--- src/rtl/sar_adc_defs.svh ---
// constants of the successive-approximation converter control block
// assumes: included by its bare name from the design files
`ifndef SAR_ADC_DEFS_SVH
`define SAR_ADC_DEFS_SVH

// ----------------------------------------------------------------
// conversion sequence, counted in converter clock ticks
// ----------------------------------------------------------------
`define SAR_RESULT_BITS   10
`define SAR_SAMPLE_TICKS  4'h5
`define SAR_LAST_TRIAL    4'he
`define SAR_LAST_TICK     4'hf

// ----------------------------------------------------------------
// codes and field values
// ----------------------------------------------------------------
`define SAR_CODE_FULL     10'h3ff
`define SAR_CODE_ZERO     10'h000
`define SAR_CHANNEL_OFF   5'h1f

// ----------------------------------------------------------------
// reset values
// ----------------------------------------------------------------
`define SAR_RST_CHANNEL   5'h1f
`define SAR_RST_DIVIDER   3'h0
`define SAR_RST_CLK_SRC   1'h0
`define SAR_RST_RESULT    8'h00

`endif

--- src/rtl/sar_adc_pkg.sv ---
// types shared by the converter control block and its bench
// assumes: nothing beyond a SystemVerilog compiler
package sar_adc_pkg;

  // format codes 0..3: left, right, left signed, 8-bit truncated
  typedef enum logic [1:0] {
    FMT_LEFT,
    FMT_RIGHT,
    FMT_LEFT_SIGNED,
    FMT_TRUNC8
  } format_t;

  typedef enum logic [1:0] {
    ST_IDLE,
    ST_ARMED,
    ST_CONVERT
  } conv_state_t;

  // status and control register, writable fields
  typedef struct packed {
    logic       completionIrqEnable;
    logic       continuousEnable;
    logic [4:0] channelSelect;
  } status_ctrl_t;

  // converter clock register
  typedef struct packed {
    format_t    formatSelect;     // {format_select_hi, format_select_lo}
    logic       inputClockSource; // 1 = bus tick, 0 = oscillator tick
    logic [2:0] clockDivider;
  } clock_reg_t;

  typedef struct packed {
    logic [7:0] high;
    logic [7:0] low;
  } result_pair_t;

endpackage

--- src/rtl/sar_adc_conversion_control.sv ---
// control logic of a 10-bit successive-approximation converter
// assumes: all inputs synchronous to core_clk; the analog comparator
// answers compHigh for the code on dacCode_ff; read strobes are pulses
//
// How it works
// - input at upper reference gives 3ff, at lower 000, linear between
// - a status and control write starts a conversion unless channel select is all ones
// - a conversion takes 16 to 17 converter clock cycles
// - continuous mode overwrites results after every conversion that the read interlock does not block
// - continuous enable repeats conversions back to back until cleared
// - without interrupts the complete flag sets at end, clears on result read
// - single mode does one conversion per write, then idles
// - two format bits in the clock register choose one of four formats
// - left format: top eight bits high, two low bits low
// - reading high blocks storage until low is read; read low after high
// - right format: top two bits high, low eight bits low
// - left signed format: as left, top result bit inverted
// - truncated format: top eight bits in low, no interlock
// - with interrupt enabled, request per conversion, flag reads zero
// - converting continues in wait; enabled interrupt can wake
// - stop aborts conversion; conversions resume after stop ends
// - channel select all ones turns the converter off
// - converter clock is the selected input clock divided per divider field
// - result read or status write clears a pending interrupt request
// - reading high freezes low until low has been read
`include "sar_adc_defs.svh"
`timescale 1ns/1ns
`default_nettype none

module sar_adc_conversion_control (
  input  wire logic                       core_clk,            // 20 MHz core clock
  input  wire logic                       rst,                 // sync reset, high
  input  wire logic                       scrWrite,            // status reg write pulse
  input  wire sar_adc_pkg::status_ctrl_t  scrData,             // status reg write data
  input  wire logic                       clkRegWrite,         // clock reg write pulse
  input  wire sar_adc_pkg::clock_reg_t    clkRegData,          // clock reg write data
  input  wire logic                       highRead,            // high result read pulse
  input  wire logic                       lowRead,             // low result read pulse
  input  wire logic                       busTick,             // bus clock tick
  input  wire logic                       oscTick,             // oscillator tick
  input  wire logic                       waitMode,            // cpu in wait
  input  wire logic                       stopMode,            // cpu in stop
  input  wire logic                       compHigh,            // input >= dac code
  output sar_adc_pkg::status_ctrl_t       statusCtrl_ff,       // status reg readback
  output logic                            completeFlag_ff,     // conversion complete flag
  output sar_adc_pkg::clock_reg_t         clockReg_ff,         // clock reg readback
  output logic [7:0]                      resultHigh_ff,       // high result register
  output logic [7:0]                      resultLow_ff,        // low result register
  output logic                            irqRequest_ff,       // completion interrupt
  output logic                            wakeRequest_ff,      // wake from wait
  output logic [`SAR_RESULT_BITS-1:0]     dacCode_ff,          // trial code to dac
  output logic                            sampleEnable_ff,     // sample switch closed
  output logic                            converterOn_ff       // analog power on
);

  // ----------------------------------------------------------------
  // functions
  // ----------------------------------------------------------------
  function automatic logic [3:0] divMask(input logic [2:0] div);
    logic [3:0] m;
    m = 4'h0;
    if (div[2]) begin
      m = 4'hf;
    end else begin
      unique case (div[1:0])
        2'h0: m = 4'h0;
        2'h1: m = 4'h1;
        2'h2: m = 4'h3;
        2'h3: m = 4'h7;
      endcase
    end
    return m;
  endfunction

  function automatic logic isInterlocked(input sar_adc_pkg::format_t f);
    return f != sar_adc_pkg::FMT_TRUNC8;
  endfunction

  function automatic sar_adc_pkg::result_pair_t formatResult(
    input logic [`SAR_RESULT_BITS-1:0] code,
    input sar_adc_pkg::format_t        f
  );
    sar_adc_pkg::result_pair_t r;
    r = '0;
    unique case (f)
      sar_adc_pkg::FMT_LEFT: begin
        r.high = code[9:2];
        r.low  = {code[1:0], 6'h00};
      end
      sar_adc_pkg::FMT_RIGHT: begin
        r.high = {6'h00, code[9:8]};
        r.low  = code[7:0];
      end
      sar_adc_pkg::FMT_LEFT_SIGNED: begin
        r.high = {~code[9], code[8:2]};
        r.low  = {code[1:0], 6'h00};
      end
      sar_adc_pkg::FMT_TRUNC8: begin
        r.low  = code[9:2];
      end
    endcase
    return r;
  endfunction

  // ----------------------------------------------------------------
  // declarations
  // ----------------------------------------------------------------
  sar_adc_pkg::conv_state_t state_ff;
  sar_adc_pkg::conv_state_t nxt_state;
  logic [3:0]               tickCnt_ff;
  logic [3:0]               nxt_tickCnt;
  logic [3:0]               divCnt_ff;
  logic [3:0]               bitIdx;
  logic                     srcTick;
  logic                     convTick;
  logic                     convDone;
  logic                     runPending_ff;
  logic                     lock_ff;
  logic                     resultAccess;

  // ----------------------------------------------------------------
  // software registers
  // ----------------------------------------------------------------
  // flag bit of the written value is ignored; it is not writable
  always_ff @(posedge core_clk) begin
    if (rst) begin
      statusCtrl_ff.completionIrqEnable <= 1'b0;
      statusCtrl_ff.continuousEnable    <= 1'b0;
      statusCtrl_ff.channelSelect       <= `SAR_RST_CHANNEL;
    end else if (scrWrite) begin
      statusCtrl_ff <= scrData;
    end
  end

  always_ff @(posedge core_clk) begin
    if (rst) begin
      clockReg_ff.formatSelect     <= sar_adc_pkg::FMT_LEFT;
      clockReg_ff.inputClockSource <= `SAR_RST_CLK_SRC;
      clockReg_ff.clockDivider     <= `SAR_RST_DIVIDER;
    end else if (clkRegWrite) begin
      clockReg_ff <= clkRegData;
    end
  end

  // power follows the written channel so it is known with the write
  always_ff @(posedge core_clk) begin
    if (rst) begin
      converterOn_ff <= 1'b0;
    end else if (scrWrite) begin
      converterOn_ff <= scrData.channelSelect != `SAR_CHANNEL_OFF;
    end
  end

  // ----------------------------------------------------------------
  // converter clock
  // ----------------------------------------------------------------
  // ticks, not a real clock: keeps the block in one clock domain
  assign srcTick = clockReg_ff.inputClockSource ? busTick : oscTick;

  always_ff @(posedge core_clk) begin
    if (rst) begin
      divCnt_ff <= 4'h0;
    end else if (srcTick) begin
      divCnt_ff <= divCnt_ff + 4'h1;
    end
  end

  assign convTick = srcTick &&
    ((divCnt_ff & divMask(clockReg_ff.clockDivider)) ==
      divMask(clockReg_ff.clockDivider));

  // ----------------------------------------------------------------
  // conversion sequencing
  // ----------------------------------------------------------------
  // armed waits for the first tick, hence 16 or 17 converter periods
  assign convDone = (state_ff == sar_adc_pkg::ST_CONVERT) && convTick &&
                    (tickCnt_ff == `SAR_LAST_TICK);

  always_ff @(posedge core_clk) begin
    if (rst) begin
      runPending_ff <= 1'b0;
    end else if (scrWrite) begin
      runPending_ff <= scrData.channelSelect != `SAR_CHANNEL_OFF;
    end else if (!converterOn_ff) begin
      runPending_ff <= 1'b0;
    end else if (convDone && !statusCtrl_ff.continuousEnable) begin
      runPending_ff <= 1'b0;
    end
  end

  always_comb begin
    nxt_state   = state_ff;
    nxt_tickCnt = tickCnt_ff;
    if (stopMode || !converterOn_ff || scrWrite) begin
      // abort; a pending run re-arms once stop ends
      nxt_state   = sar_adc_pkg::ST_IDLE;
      nxt_tickCnt = 4'h0;
    end else begin
      unique case (state_ff)
        sar_adc_pkg::ST_IDLE: begin
          if (runPending_ff) begin
            nxt_state = sar_adc_pkg::ST_ARMED;
          end
        end
        sar_adc_pkg::ST_ARMED: begin
          if (convTick) begin
            nxt_state   = sar_adc_pkg::ST_CONVERT;
            nxt_tickCnt = 4'h0;
          end
        end
        sar_adc_pkg::ST_CONVERT: begin
          if (convDone) begin
            nxt_state   = sar_adc_pkg::ST_IDLE;
            nxt_tickCnt = 4'h0;
          end else if (convTick) begin
            nxt_tickCnt = tickCnt_ff + 4'h1;
          end
        end
        default: begin
          nxt_state = sar_adc_pkg::ST_IDLE;
        end
      endcase
    end
  end

  always_ff @(posedge core_clk) begin
    if (rst) begin
      state_ff   <= sar_adc_pkg::ST_IDLE;
      tickCnt_ff <= 4'h0;
    end else begin
      state_ff   <= nxt_state;
      tickCnt_ff <= nxt_tickCnt;
    end
  end

  always_ff @(posedge core_clk) begin
    if (rst) begin
      sampleEnable_ff <= 1'b0;
    end else begin
      sampleEnable_ff <= (nxt_state == sar_adc_pkg::ST_CONVERT) &&
                         (nxt_tickCnt < `SAR_SAMPLE_TICKS);
    end
  end

  // ----------------------------------------------------------------
  // successive approximation
  // ----------------------------------------------------------------
  // bit decided at a tick is the one trialled during the tick before
  assign bitIdx = `SAR_LAST_TRIAL - tickCnt_ff;

  always_ff @(posedge core_clk) begin
    if (rst) begin
      dacCode_ff <= `SAR_CODE_ZERO;
    end else if (nxt_state != sar_adc_pkg::ST_CONVERT && !convDone) begin
      dacCode_ff <= `SAR_CODE_ZERO;
    end else if (convTick && state_ff == sar_adc_pkg::ST_CONVERT &&
                 tickCnt_ff >= `SAR_SAMPLE_TICKS - 4'h1 &&
                 tickCnt_ff <= `SAR_LAST_TRIAL) begin
      if (tickCnt_ff >= `SAR_SAMPLE_TICKS) begin
        dacCode_ff[bitIdx] <= compHigh;
      end
      if (bitIdx != 4'h0) begin
        dacCode_ff[4'(bitIdx - 4'h1)] <= 1'b1;
      end
    end
  end

  // ----------------------------------------------------------------
  // result registers and interlock
  // ----------------------------------------------------------------
  // set wins over the low read so a high read is never missed
  always_ff @(posedge core_clk) begin
    if (rst) begin
      lock_ff <= 1'b0;
    end else if (highRead && isInterlocked(clockReg_ff.formatSelect)) begin
      lock_ff <= 1'b1;
    end else if (lowRead) begin
      lock_ff <= 1'b0;
    end
  end

  // results blocked while locked are lost, not queued
  always_ff @(posedge core_clk) begin
    if (rst) begin
      resultHigh_ff <= `SAR_RST_RESULT;
      resultLow_ff  <= `SAR_RST_RESULT;
    end else if (convDone &&
                 !(lock_ff && isInterlocked(clockReg_ff.formatSelect))) begin
      {resultHigh_ff, resultLow_ff} <=
        formatResult(dacCode_ff, clockReg_ff.formatSelect);
    end
  end

  // ----------------------------------------------------------------
  // completion flag and interrupt
  // ----------------------------------------------------------------
  assign resultAccess = highRead || lowRead;

  always_ff @(posedge core_clk) begin
    if (rst) begin
      completeFlag_ff <= 1'b0;
    end else if (statusCtrl_ff.completionIrqEnable) begin
      completeFlag_ff <= 1'b0;
    end else if (convDone) begin
      completeFlag_ff <= 1'b1;
    end else if (resultAccess) begin
      completeFlag_ff <= 1'b0;
    end
  end

  always_ff @(posedge core_clk) begin
    if (rst) begin
      irqRequest_ff <= 1'b0;
    end else if (convDone && statusCtrl_ff.completionIrqEnable) begin
      irqRequest_ff <= 1'b1;
    end else if (resultAccess || scrWrite) begin
      irqRequest_ff <= 1'b0;
    end else if (!statusCtrl_ff.completionIrqEnable) begin
      irqRequest_ff <= 1'b0;
    end
  end

  // wait does not gate conversion; only stop does
  always_ff @(posedge core_clk) begin
    if (rst) begin
      wakeRequest_ff <= 1'b0;
    end else begin
      wakeRequest_ff <= waitMode && irqRequest_ff;
    end
  end

endmodule

`default_nettype wire

--- config.mk ---
export PLATFORM = sky130hd
export DESIGN_NAME = sar_adc_conversion_control
export DESIGN_NICKNAME = d
export VERILOG_FILES = /design/src/rtl/sar_adc_pkg.sv /design/src/rtl/sar_adc_conversion_control.sv
export VERILOG_INCLUDE_DIRS = /design/src /design/src/rtl
export SDC_FILE = /design/constraint.sdc
export NUM_CORES = 1
export LEC_CHECK = 0
export ABC_AREA = 1
export BUFFER_PORTS_ARGS = -buffer_cell sky130_fd_sc_hd__buf_2
export CORE_ASPECT_RATIO = 0.75
export CORE_MARGIN = 8
export CORE_UTILIZATION = 40
export CTS_CLUSTER_DIAMETER = 200
export DETAILED_ROUTE_END_ITERATION = 12
export GPL_TIMING_DRIVEN = 0
export PLACE_DENSITY = 0.71
export SLEW_MARGIN = 10
export SYNTH_ARGS = -nofsm -noshare
export SYNTH_HDL_FRONTEND = slang
export SYNTH_SLANG_ARGS = --single-unit
--- constraint.sdc ---
create_clock -name core_clk -period 2.85 [get_ports core_clk]
set_clock_uncertainty 0.15 [all_clocks]
set_input_delay 0.1425 -clock core_clk [delete_from_list [all_inputs] [get_ports core_clk]]
set_output_delay 0.1425 -clock core_clk [all_outputs]
set_load 0.03 [all_outputs]
==> results of run 1 <==
## synth_stat cells (all sizes together), types with 2 or more instances
cell type / instances
o21ai: 26
a21boi: 2
nand4: 4
nand3: 33
buf: 8
a22oi: 2
nor3: 2
ha: 16
nor2: 54
o211ai: 2
nand2: 113
dfxtp: 56
mux2i: 10
a21oi: 53
clkinv: 2
inv: 45
a31oi: 4
o22ai: 5
clkbuf: 4
## how the worst max path moves through the flow
stage	endpoint	startpoint	slack [ps]
floorplan	resultHigh_ff[5]$_SDFFE_PP0P_	tickCnt_ff[1]$_SDFF_PP0_	910
global placement	resultHigh_ff[4]$_SDFFE_PP0P_	tickCnt_ff[1]$_SDFF_PP0_	560
detailed placement	dacCode_ff[1]$_SDFFE_PP0P_	tickCnt_ff[1]$_SDFF_PP0_	500
CTS	dacCode_ff[1]$_SDFFE_PP0P_	tickCnt_ff[1]$_SDFF_PP0_	470
global route	resultLow_ff[7]$_SDFFE_PP0P_	tickCnt_ff[1]$_SDFF_PP0_	230
finish	dacCode_ff[5]$_SDFFE_PP0P_	tickCnt_ff[1]$_SDFF_PP0_	480
## registers in the layout, indices dropped and copies added, names as in the netlist, 2 cells and up
name           cells
dacCode_ff        10
resultHigh_ff      8
resultLow_ff       8
statusCtrl_ff      7
clockReg_ff        6
divCnt_ff          4
tickCnt_ff         4
state_ff           2
## what timing repair did
item,CTS,global route
hold endpoints to repair,17,0
setup endpoints to repair,0,0
hold buffers,22,0
## power by group
group / internal [mW] / switching [mW] / total [mW] / leakage, nW
Clock: 0.181 / 0.286 / 0.468 / 0.0463
Combinational: 0.0651 / 0.106 / 0.171 / 1.33
Sequential: 0.801 / 0.0150 / 0.816 / 0.456
## kinds of logic (layout without fill, tap and decap cells)
group,Yosys count,after routing,synth area share
compound gates,95,95,0.167
xor+xnor,2,2,0.0106
fa+ha+maj,16,16,0.0649
buf+inv,59,154,0.0771
flops,56,56,0.363
mux,10,10,0.0325
simple gates,207,207,0.284
## tightest hold or removal path, cell delays in order
cell,delay (ps)
buf_2,160
nand2_1,70
nand3_1,70
## layout make-up
cell class / count / area, sq um / area share
buffer: 12 / 61.3 / 0.0159
clock buffer: 5 / 68.8 / 0.0179
clock inverter: 3 / 27.5 / 0.00715
inverter: 47 / 176 / 0.0458
multi-input combinational: 330 / 1730 / 0.448
sequential: 56 / 1120 / 0.291
tap: 101 / 126 / 0.0328
timing repair buffer: 87 / 546 / 0.142
## stage by stage
step	hold WS [ps]	area, sq um	std cells
after floorplan	115	3080	445
after global placement	210	3540	611
after detailed placement	223	3540	611
after CTS	2.34	3850	641
after global routing	19.6	3850	641
final	5.52	3850	641
## per-layer routing
metal | up-vias | GRT usage | share of wire
met5 | - | 0 | 0
met4 | 0 | 0.0463 | 0.013
met3 | 13 | 0.0545 | 0.080
met2 | 112 | 0.250 | 0.43
met1 | 1485 | 0.218 | 0.48
li1 | 1645 | - | -
==> key figures, run 1 <==
Layout
  – Nets: around 580
  – Commonest non-fill, non-tap cell in the layout: nand2_1
  – Share of cells above drive strength 1: 0.178
  – Most frequent cells in the layout: nand2_1 (108), buf_2 (69), dfxtp_1 (56)
  – Post-layout util: 0.521
  – Number of fill cells in the layout: 716
  – Antenna Cells: 0
  – Layout area overhead: 24.9%

Global routing
  – Grt ovf: 0
  – Initial antenna violation count: 0
  – Largest net degree at the start of global routing: 20
  – Vias in the first global route: 3191
  – First-pass GRT wire length: roughly 15000 microns
  – GRT Overall Usage: 0.165

Critical path
  – Crit Path Max Fanout: 10
  – Crit path buf inv count: 1
  – Critical path type: reg -> reg
  – Critical Path Source Type: flop
  – Cells along the critical path: ha_1, nand2_1, nor2_2, nand4_2, nand2_1, nand2_1, nand2_1, inv_1, nand2_2, a21oi_1
  – CP peak stage delay: 540 ps
  – Worst r2r path cells: 10
  – Crit end category: flop
  – Cell mode on critical path: nand2_1
  – Required @ worst endpoint: 2900 ps
  – R2r startpoint: tickCnt_ff[1]$_SDFF_PP0_
  – Levels on crit path: 10
  – Reg2reg end: dacCode_ff[5]$_SDFFE_PP0P_
  – CP max stage cell: dfxtp_1
  – CP delay by family, top: simple AND/OR/NAND/NOR gates
  – Setup slack, reg-to-reg: 480 ps
  – CP arrival: 2420 ps

Die
  – Initial core utilization: 0.417
  – Die area: approximately 0.011 sq mm
  – Ports: 68
  – Rows: 27
  – Core area: 0.00740 sq mm
  – Die height: 92.0 microns
  – DIE WIDTH: approximately 120 microns

Route
  – Antenna Violating Nets Remaining: 0
  – Final wirelength: a little under 9000 microns
  – Iter 0 DRT Violations: ~230
  – Drt wl/cell: 13.8 microns
  – Routed via count: about 3300
  – DRC Markers: 0
  – Detailed Routing Iterations Pass 1: 5
  – Via density: 5.08

Timing
  – Slew Viols, Final: 0
  – RSZ-0062 raised after global routing: false
  – Final period utilization: 0.831
  – Worst Tran Pin Value: 521 ps
  – Tmin final: ~2400 ps
  – Fin. Hold Viols: 0
  – Final worst slack: about 480 ps
  – Rel. slew slack: 0.653
  – FMAX: 0.422 GHz
  – # setup viols final: 0
  – TNS Setup: 0 ps

Logic synthesis
  – Cell types occupying the most area after synthesis: dfxtp_1 (36%), nand2_1 (13%), a21oi_1 (8.4%), ha_1 (6.5%), nor2_1 (6.1%)
  – Syn Area/Cell: 6.93 sq um
  – Synth cell types: 33
  – EDFF count, synth: 0
  – Dominant cell type by area after synthesis: dfxtp_1
  – YS warnings: 0
  – Cells after synthesis: 445
  – Mapped Nets: a little under 500
  – Ys async rst share: 0
  – Main synth FF type: dfxtp_1
  – Sequential area share after synthesis: 0.363
  – Top cell type's share of synthesized area: 0.363
  – Syn Std Cell Area: 0.00308 sq mm
  – Seq cells post-synth: 56

Pwr
  – VDD IR max: 0.219 mV
  – Power Total: 1.46 mW
  – PwrDens: 378 mW/mm^2
  – Pleak: 1.83 nW

Clock tree
  – Skew-Pair Late Insertion Delay: 320 ps
  – H-tree level count: 2
  – Clock Sinks: 56
  – Post-CTS Setup Inserts: 0
  – Num CTS Buffers: 5
  – CTS clk-pin slew, worst paths: 110 ps
  – Clock tree buffer depth: 2
  – Cts repair resizes: 0
  – Root Buffer: clkbuf_8
  – CTS tree: yes

Worst hold path
  – Worst Hold Class: in -> reg
  – HP Start: scrWrite
  – Hold path depth: 3
  – WHS Endpoint: statusCtrl_ff[1]$_SDFFE_PP1P_

Place
  – Setup slack at placement: 499 ps
  – GPL Wtd Cong: 0.879
  – # port buffers: 65
  – Detail Placement HPWL: 6660 microns

Flow run
  – Max Cap Viol: 0

Status
  – Run status: complete, no violations
No activity file was read; power rests on OpenSTA's default activity.
==> inputs of run 2 (changes only) <==
==> constraint.sdc (replaced) <==
create_clock -name core_clk -period 2.25 [get_ports core_clk]
set_clock_uncertainty 0.15 [all_clocks]
set_input_delay 0.1125 -clock core_clk [delete_from_list [all_inputs] [get_ports core_clk]]
set_output_delay 0.1125 -clock core_clk [all_outputs]
set_load 0.03 [all_outputs]
==> run 2 against run 1 <==
Against the previous run: non-clock buffer count increased by 4; routed wire length increased by 0.95%; die area unchanged; first-iteration DRC count decreased by 4.7%; clock-buffer cell count unchanged; critical path depth unchanged; cell area increased by 2.0%; highest routed layer unchanged; maximum frequency increased by 15%; total power increased by 27%; final cell count increased by 0.62%.
==> key figures, run 2 (synthesis results as in run 1) <==
Clock tree
  – Clock tree buffer depth: 2
  – H-tree level count: 2
  – Clock Sinks: 56
  – Num CTS Buffers: 5
  – Skew-Pair Late Insertion Delay: 320 ps
  – CTS tree: yes
  – CTS clk-pin slew, worst paths: 110 ps
  – Root Buffer: clkbuf_8

Layout
  – Antenna Cells: 0
  – Most flops, register: dacCode_ff
  – Finished Layout Cells: approximately 650
  – Number of flip-flops in the largest register: 10
  – Commonest non-fill, non-tap cell in the layout: nand2_1
  – Share of cells above drive strength 1: 0.186
  – Layout area overhead: 27.4%
  – Top flop regs: dacCode_ff x10, resultHigh_ff x8, resultLow_ff x8
  – Final instance area: 0.00393 sq mm
  – Most frequent cells in the layout: nand2_1 (108), buf_2 (69), dfxtp_1 (54)
  – Nets: 583
  – Number of fill cells in the layout: 709

Route
  – Antenna Violating Nets Remaining: 0
  – DRC Markers: 0
  – Routed via count: approximately 3200
  – Final wirelength: 8920 microns
  – Iter 0 DRT Violations: 221
  – Via density: slightly above 5
  – Drt wl/cell: 13.8 microns
  – Detailed Routing Iterations Pass 1: 4

Die
  – Die height: slightly above 90 microns
  – Ports: 68
  – Rows: 27
  – Core area: 0.00740 sq mm
  – Die area: around 0.011 sq mm
  – DIE WIDTH: roughly 120 microns
  – Initial core utilization: 0.417

Status
  – Run status: complete, no violations

Timing
  – Final period utilization: 0.916
  – Fin. Hold Viols: 0
  – RSZ-0062 raised after global routing: true
  – Worst Tran Pin Value: 521 ps
  – Final hold slack: approximately 47 ps
  – TNS Setup: 0 ps
  – Rel. slew slack: 0.653
  – FMAX: 0.485 GHz
  – # setup viols final: 0
  – Slew Viols, Final: 0
  – Tmin final: 2060 ps
  – Final worst slack: around 190 ps

Global routing
  – First-pass GRT wire length: 15200 microns
  – Vias in the first global route: 3205
  – Grt ovf: 0
  – Largest net degree at the start of global routing: 20
  – Initial antenna violation count: 0
  – GRT Overall Usage: 0.165

Flow run
  – Max Cap Viol: 0

Critical path
  – Crit end category: flop
  – Crit path buf inv count: 1
  – CP peak stage delay: about 450 ps
  – Required @ worst endpoint: around 2300 ps
  – Cells along the critical path: ha_4, nand2_1, nor2_2, nand4_4, nand2_1, nand2_1, nand2_1, inv_1, nand2_2, a21oi_1
  – Critical Path Source Type: flop
  – Crit Path Max Fanout: 10
  – Cell mode on critical path: nand2_1
  – CP delay by family, top: simple AND/OR/NAND/NOR gates
  – CP max stage cell: dfxtp_2
  – CP arrival: 2110 ps
  – Critical path type: reg -> reg

Worst hold path
  – Worst Hold Class: in -> reg

Place
  – # port buffers: 65
  – Area after DPL: 0.00354 sq mm
  – GPL Wtd Cong: just under 0.9
  – DP Cell Count: approximately 600
  – Detail Placement HPWL: 6660 microns
  – Setup slack at placement: -101 ps

Pwr
  – Pleak: 1.84 nW
  – PwrDens: between 400 and 500 mW/mm^2
  – VDD IR max: 0.277 mV
run 2: worst reg2reg max path, stage by stage, from the launching register on:
cell	delay, ps
dfxtp_2	450
ha_4	220
nand2_1	80
nor2_2	180
nand4_4	190
nand2_1	150
nand2_1	60
nand2_1	90
inv_1	70
nand2_2	190
a21oi_1	110
run 2: stage by stage:
step                power (mW)  utilization
finish                    1.85        0.531
global route              1.94        0.531
CTS                       1.87        0.525
detailed placement        1.24        0.478
global placement          1.24        0.478
floorplan                 1.17            -
run 2: power breakdown:
group          total [mW]  switching [mW]  internal, mW
clock network       0.593           0.364         0.230
registers            1.03          0.0188          1.01
logic               0.223           0.137        0.0865
total                1.85           0.519          1.33
run 2: final timing paths:
path	startpoint	to	slack [ps]	cells past startpoint
max	tickCnt_ff[0]$_SDFF_PP0_	dacCode_ff[5]$_SDFFE_PP0P_	190	10
min	stopMode	tickCnt_ff[1]$_SDFF_PP0_	50	6
max reg2reg	tickCnt_ff[0]$_SDFF_PP0_	dacCode_ff[5]$_SDFFE_PP0P_	190	10
min reg2reg	statusCtrl_ff[6]$_SDFFE_PP0P_	completeFlag_ff$_SDFFE_PP0P_	310	1
run 2: final cells by class:
| cell class | count | area, sq um | area share |
|---|---|---|---|
| buffer | 12 | 61.3 | 0.0156 |
| clock buffer | 5 | 68.8 | 0.0175 |
| clock inverter | 3 | 27.5 | 0.00700 |
| inverter | 47 | 176 | 0.0449 |
| multi-input combinational | 330 | 1760 | 0.448 |
| sequential | 56 | 1130 | 0.287 |
| tap | 101 | 126 | 0.0322 |
| timing repair buffer | 91 | 583 | 0.148 |
run 2: layer usage:
| layer | routed length [microns] | global-route usage |
|---|---|---|
| met4 | 95 | 0.0463 |
| met3 | 739 | 0.0539 |
| met1 | 4170 | 0.218 |
| met2 | 3920 | 0.252 |
| met5 | 0 | 0 |
run 2: timing repair:
action,in CTS,in global routing
buffers inserted,0,1
gates resized for setup,3,5
endpoints found under the hold margin,17,0
hold buffers,25,0
setup endpoints to repair,26,21
==> inputs of run 3 (changes only) <==
--- a/config.mk
+++ b/config.mk
@@ -10,11 +10,11 @@
 export BUFFER_PORTS_ARGS = -buffer_cell sky130_fd_sc_hd__buf_2
 export CORE_ASPECT_RATIO = 0.75
 export CORE_MARGIN = 8
-export CORE_UTILIZATION = 40
+export CORE_UTILIZATION = 54
 export CTS_CLUSTER_DIAMETER = 200
 export DETAILED_ROUTE_END_ITERATION = 12
 export GPL_TIMING_DRIVEN = 0
-export PLACE_DENSITY = 0.71
+export PLACE_DENSITY = 0.88
 export SLEW_MARGIN = 10
 export SYNTH_ARGS = -nofsm -noshare
 export SYNTH_HDL_FRONTEND = slang
==> constraint.sdc (replaced) <==
create_clock -name core_clk -period 2.1 [get_ports core_clk]
set_clock_uncertainty 0.15 [all_clocks]
set_input_delay 0.105 -clock core_clk [delete_from_list [all_inputs] [get_ports core_clk]]
set_output_delay 0.105 -clock core_clk [all_outputs]
set_load 0.03 [all_outputs]
==> run 3 against run 2 <==
Against the previous run: the run now ends with negative hold slack, negative setup slack left; sequential share of layout area decreased by 0.28 points; sequential power up 8%; maximum frequency shrank 3.5%; critical endpoint is now dacCode_ff[8]$_SDFFE_PP0P_; largest cell class unchanged; highest routed layer unchanged.
==> key figures, run 3 (synthesis results as in run 1) <==
Die
  – Die height: 81.5 microns
  – Ports: between 60 and 70
  – Rows: 24
  – DIE WIDTH: between 100 and 150 microns
  – Core area: around 0.0057 sq mm
  – Die area: 0.00841 sq mm
  – Initial core utilization: 0.543

Timing
  – FMAX: 0.469 GHz
  – TNS Setup: -112 ps
  – Fin. Hold Viols: 2
  – # setup viols final: 9
  – Rel. slew slack: 0.652
  – Final hold slack: -4.20 ps
  – RSZ-0062 raised after global routing: true
  – Final worst slack: -34.4 ps
  – Slew Viols, Final: 0
  – Tmin final: between 2000 and 2500 ps
  – Worst Tran Pin Value: 522 ps
  – Final period utilization: 1.02

Place
  – DP Cell Count: approximately 600
  – Area after DPL: 0.00351 sq mm
  – GPL Wtd Cong: 0.910
  – # port buffers: 65
  – Detail Placement HPWL: around 6400 microns
  – Setup slack at placement: -209 ps

Clock tree
  – H-tree level count: 2
  – CTS tree: yes
  – Root Buffer: clkbuf_8
  – Clock Sinks: 56
  – CTS clk-pin slew, worst paths: between 100 and 150 ps
  – Skew-Pair Late Insertion Delay: between 300 and 400 ps
  – Clock tree buffer depth: 2
  – Num CTS Buffers: 5

Global routing
  – First-pass GRT wire length: roughly 15000 microns
  – Vias in the first global route: 3118
  – Initial antenna violation count: 0
  – Grt ovf: 0
  – GRT Overall Usage: 0.224
  – Largest net degree at the start of global routing: 19

Status
  – Failing checks: negative hold slack, negative setup slack
  – Run status: finished with violations

Critical path
  – Required @ worst endpoint: 2190 ps
  – Critical Path Source Type: flop
  – Crit end category: flop
  – Crit Path Max Fanout: 10
  – Setup slack, reg-to-reg: -30 ps
  – CP arrival: 2230 ps
  – Critical path type: reg -> reg

Pwr
  – PwrDens: 525 mW/mm^2
  – VDD IR max: around 0.4 mV
  – Pleak: 1.88 nW
  – Power Total: 2.09 mW

Layout
  – Nets: 586
  – Number of fill cells in the layout: between 400 and 500
  – Area of the multi-input gates: 0.00178 sq mm
  – Most flops, register: dacCode_ff
  – Final instance area: 0.00398 sq mm
  – Post-layout util: 0.702
  – Sequential cell area: 0.00113 sq mm
  – Top flop regs: dacCode_ff x10, resultHigh_ff x8, resultLow_ff x8
  – Commonest non-fill, non-tap cell in the layout: nand2_1
  – Most frequent cells in the layout: nand2_1 (105), buf_2 (67), dfxtp_1 (53)
  – Finished Layout Cells: roughly 630
  – Layout area overhead: 29.1%
  – Share of cells above drive strength 1: 0.201
  – Number of flip-flops in the largest register: 10

Route
  – Final wirelength: 9380 microns
  – DRC Markers: 0
  – Detailed Routing Iterations Pass 1: 5
  – Routed via count: 3378
  – Drt wl/cell: 15.0 microns
  – Via density: 5.40
  – Antenna Violating Nets Remaining: 0
  – Iter 0 DRT Violations: 235

Flow run
  – Max Cap Viol: 0

Worst hold path
  – Worst Hold Class: in -> reg
## run 3: path summary, 6_finish.rpt
path | startpoint | end | depth (start not counted)
worst max-delay path | clockReg_ff[1]$_SDFFE_PP0P_ | dacCode_ff[8]$_SDFFE_PP0P_ | 8
worst min-delay path | rst | resultHigh_ff[5]$_SDFFE_PP0P_ | 2
worst max register to register | clockReg_ff[1]$_SDFFE_PP0P_ | dacCode_ff[8]$_SDFFE_PP0P_ | 8
worst min register to register | statusCtrl_ff[6]$_SDFFE_PP0P_ | completeFlag_ff$_SDFFE_PP0P_ | 1
## run 3: area by class of cell
class / count / share of cell area
Clock buffer: 5 / 0.0173
Inverter: 47 / 0.0452
Multi-Input combinational cell: 330 / 0.447
Antenna cell: 1 / 0.000628
Clock inverter: 3 / 0.0116
Timing Repair Buffer: 94 / 0.153
Buffer: 12 / 0.0173
Tap cell: 78 / 0.0245
Sequential cell: 56 / 0.284
## run 3: repair_timing
| action | CTS | global route |
|---|---|---|
| hold buffers | 25 | 1 |
| pin swaps | 0 | 0 |
| hold endpoints to repair | 17 | 1 |
| buffers inserted | 0 | 3 |
| endpoints found under the setup margin | 30 | 28 |
| gates resized for setup | 6 | 16 |
## run 3: where the power goes
group | internal [mW] | switching, mW | total (mW)
clock | 0.360 | 0.372 | 0.732
combinational | 0.0955 | 0.156 | 0.251
sequential | 1.08 | 0.0212 | 1.11
total | 1.54 | 0.549 | 2.09
## run 3: routing by layer
metal	wire length [microns]	GRT usage
met5	0	0
met4	108	0.0590
met2	4320	0.371
met1	3890	0.290
met3	1060	0.0517
## run 3: worst max-delay path, cell delays in order, from the launching register on
cell	delay, ps
dfxtp_1	370
o21ai_0	310
nand2_1	130
nor2_1	200
nand4_4	190
inv_1	170
nand2_1	110
clkbuf_2	230
a21oi_1	200
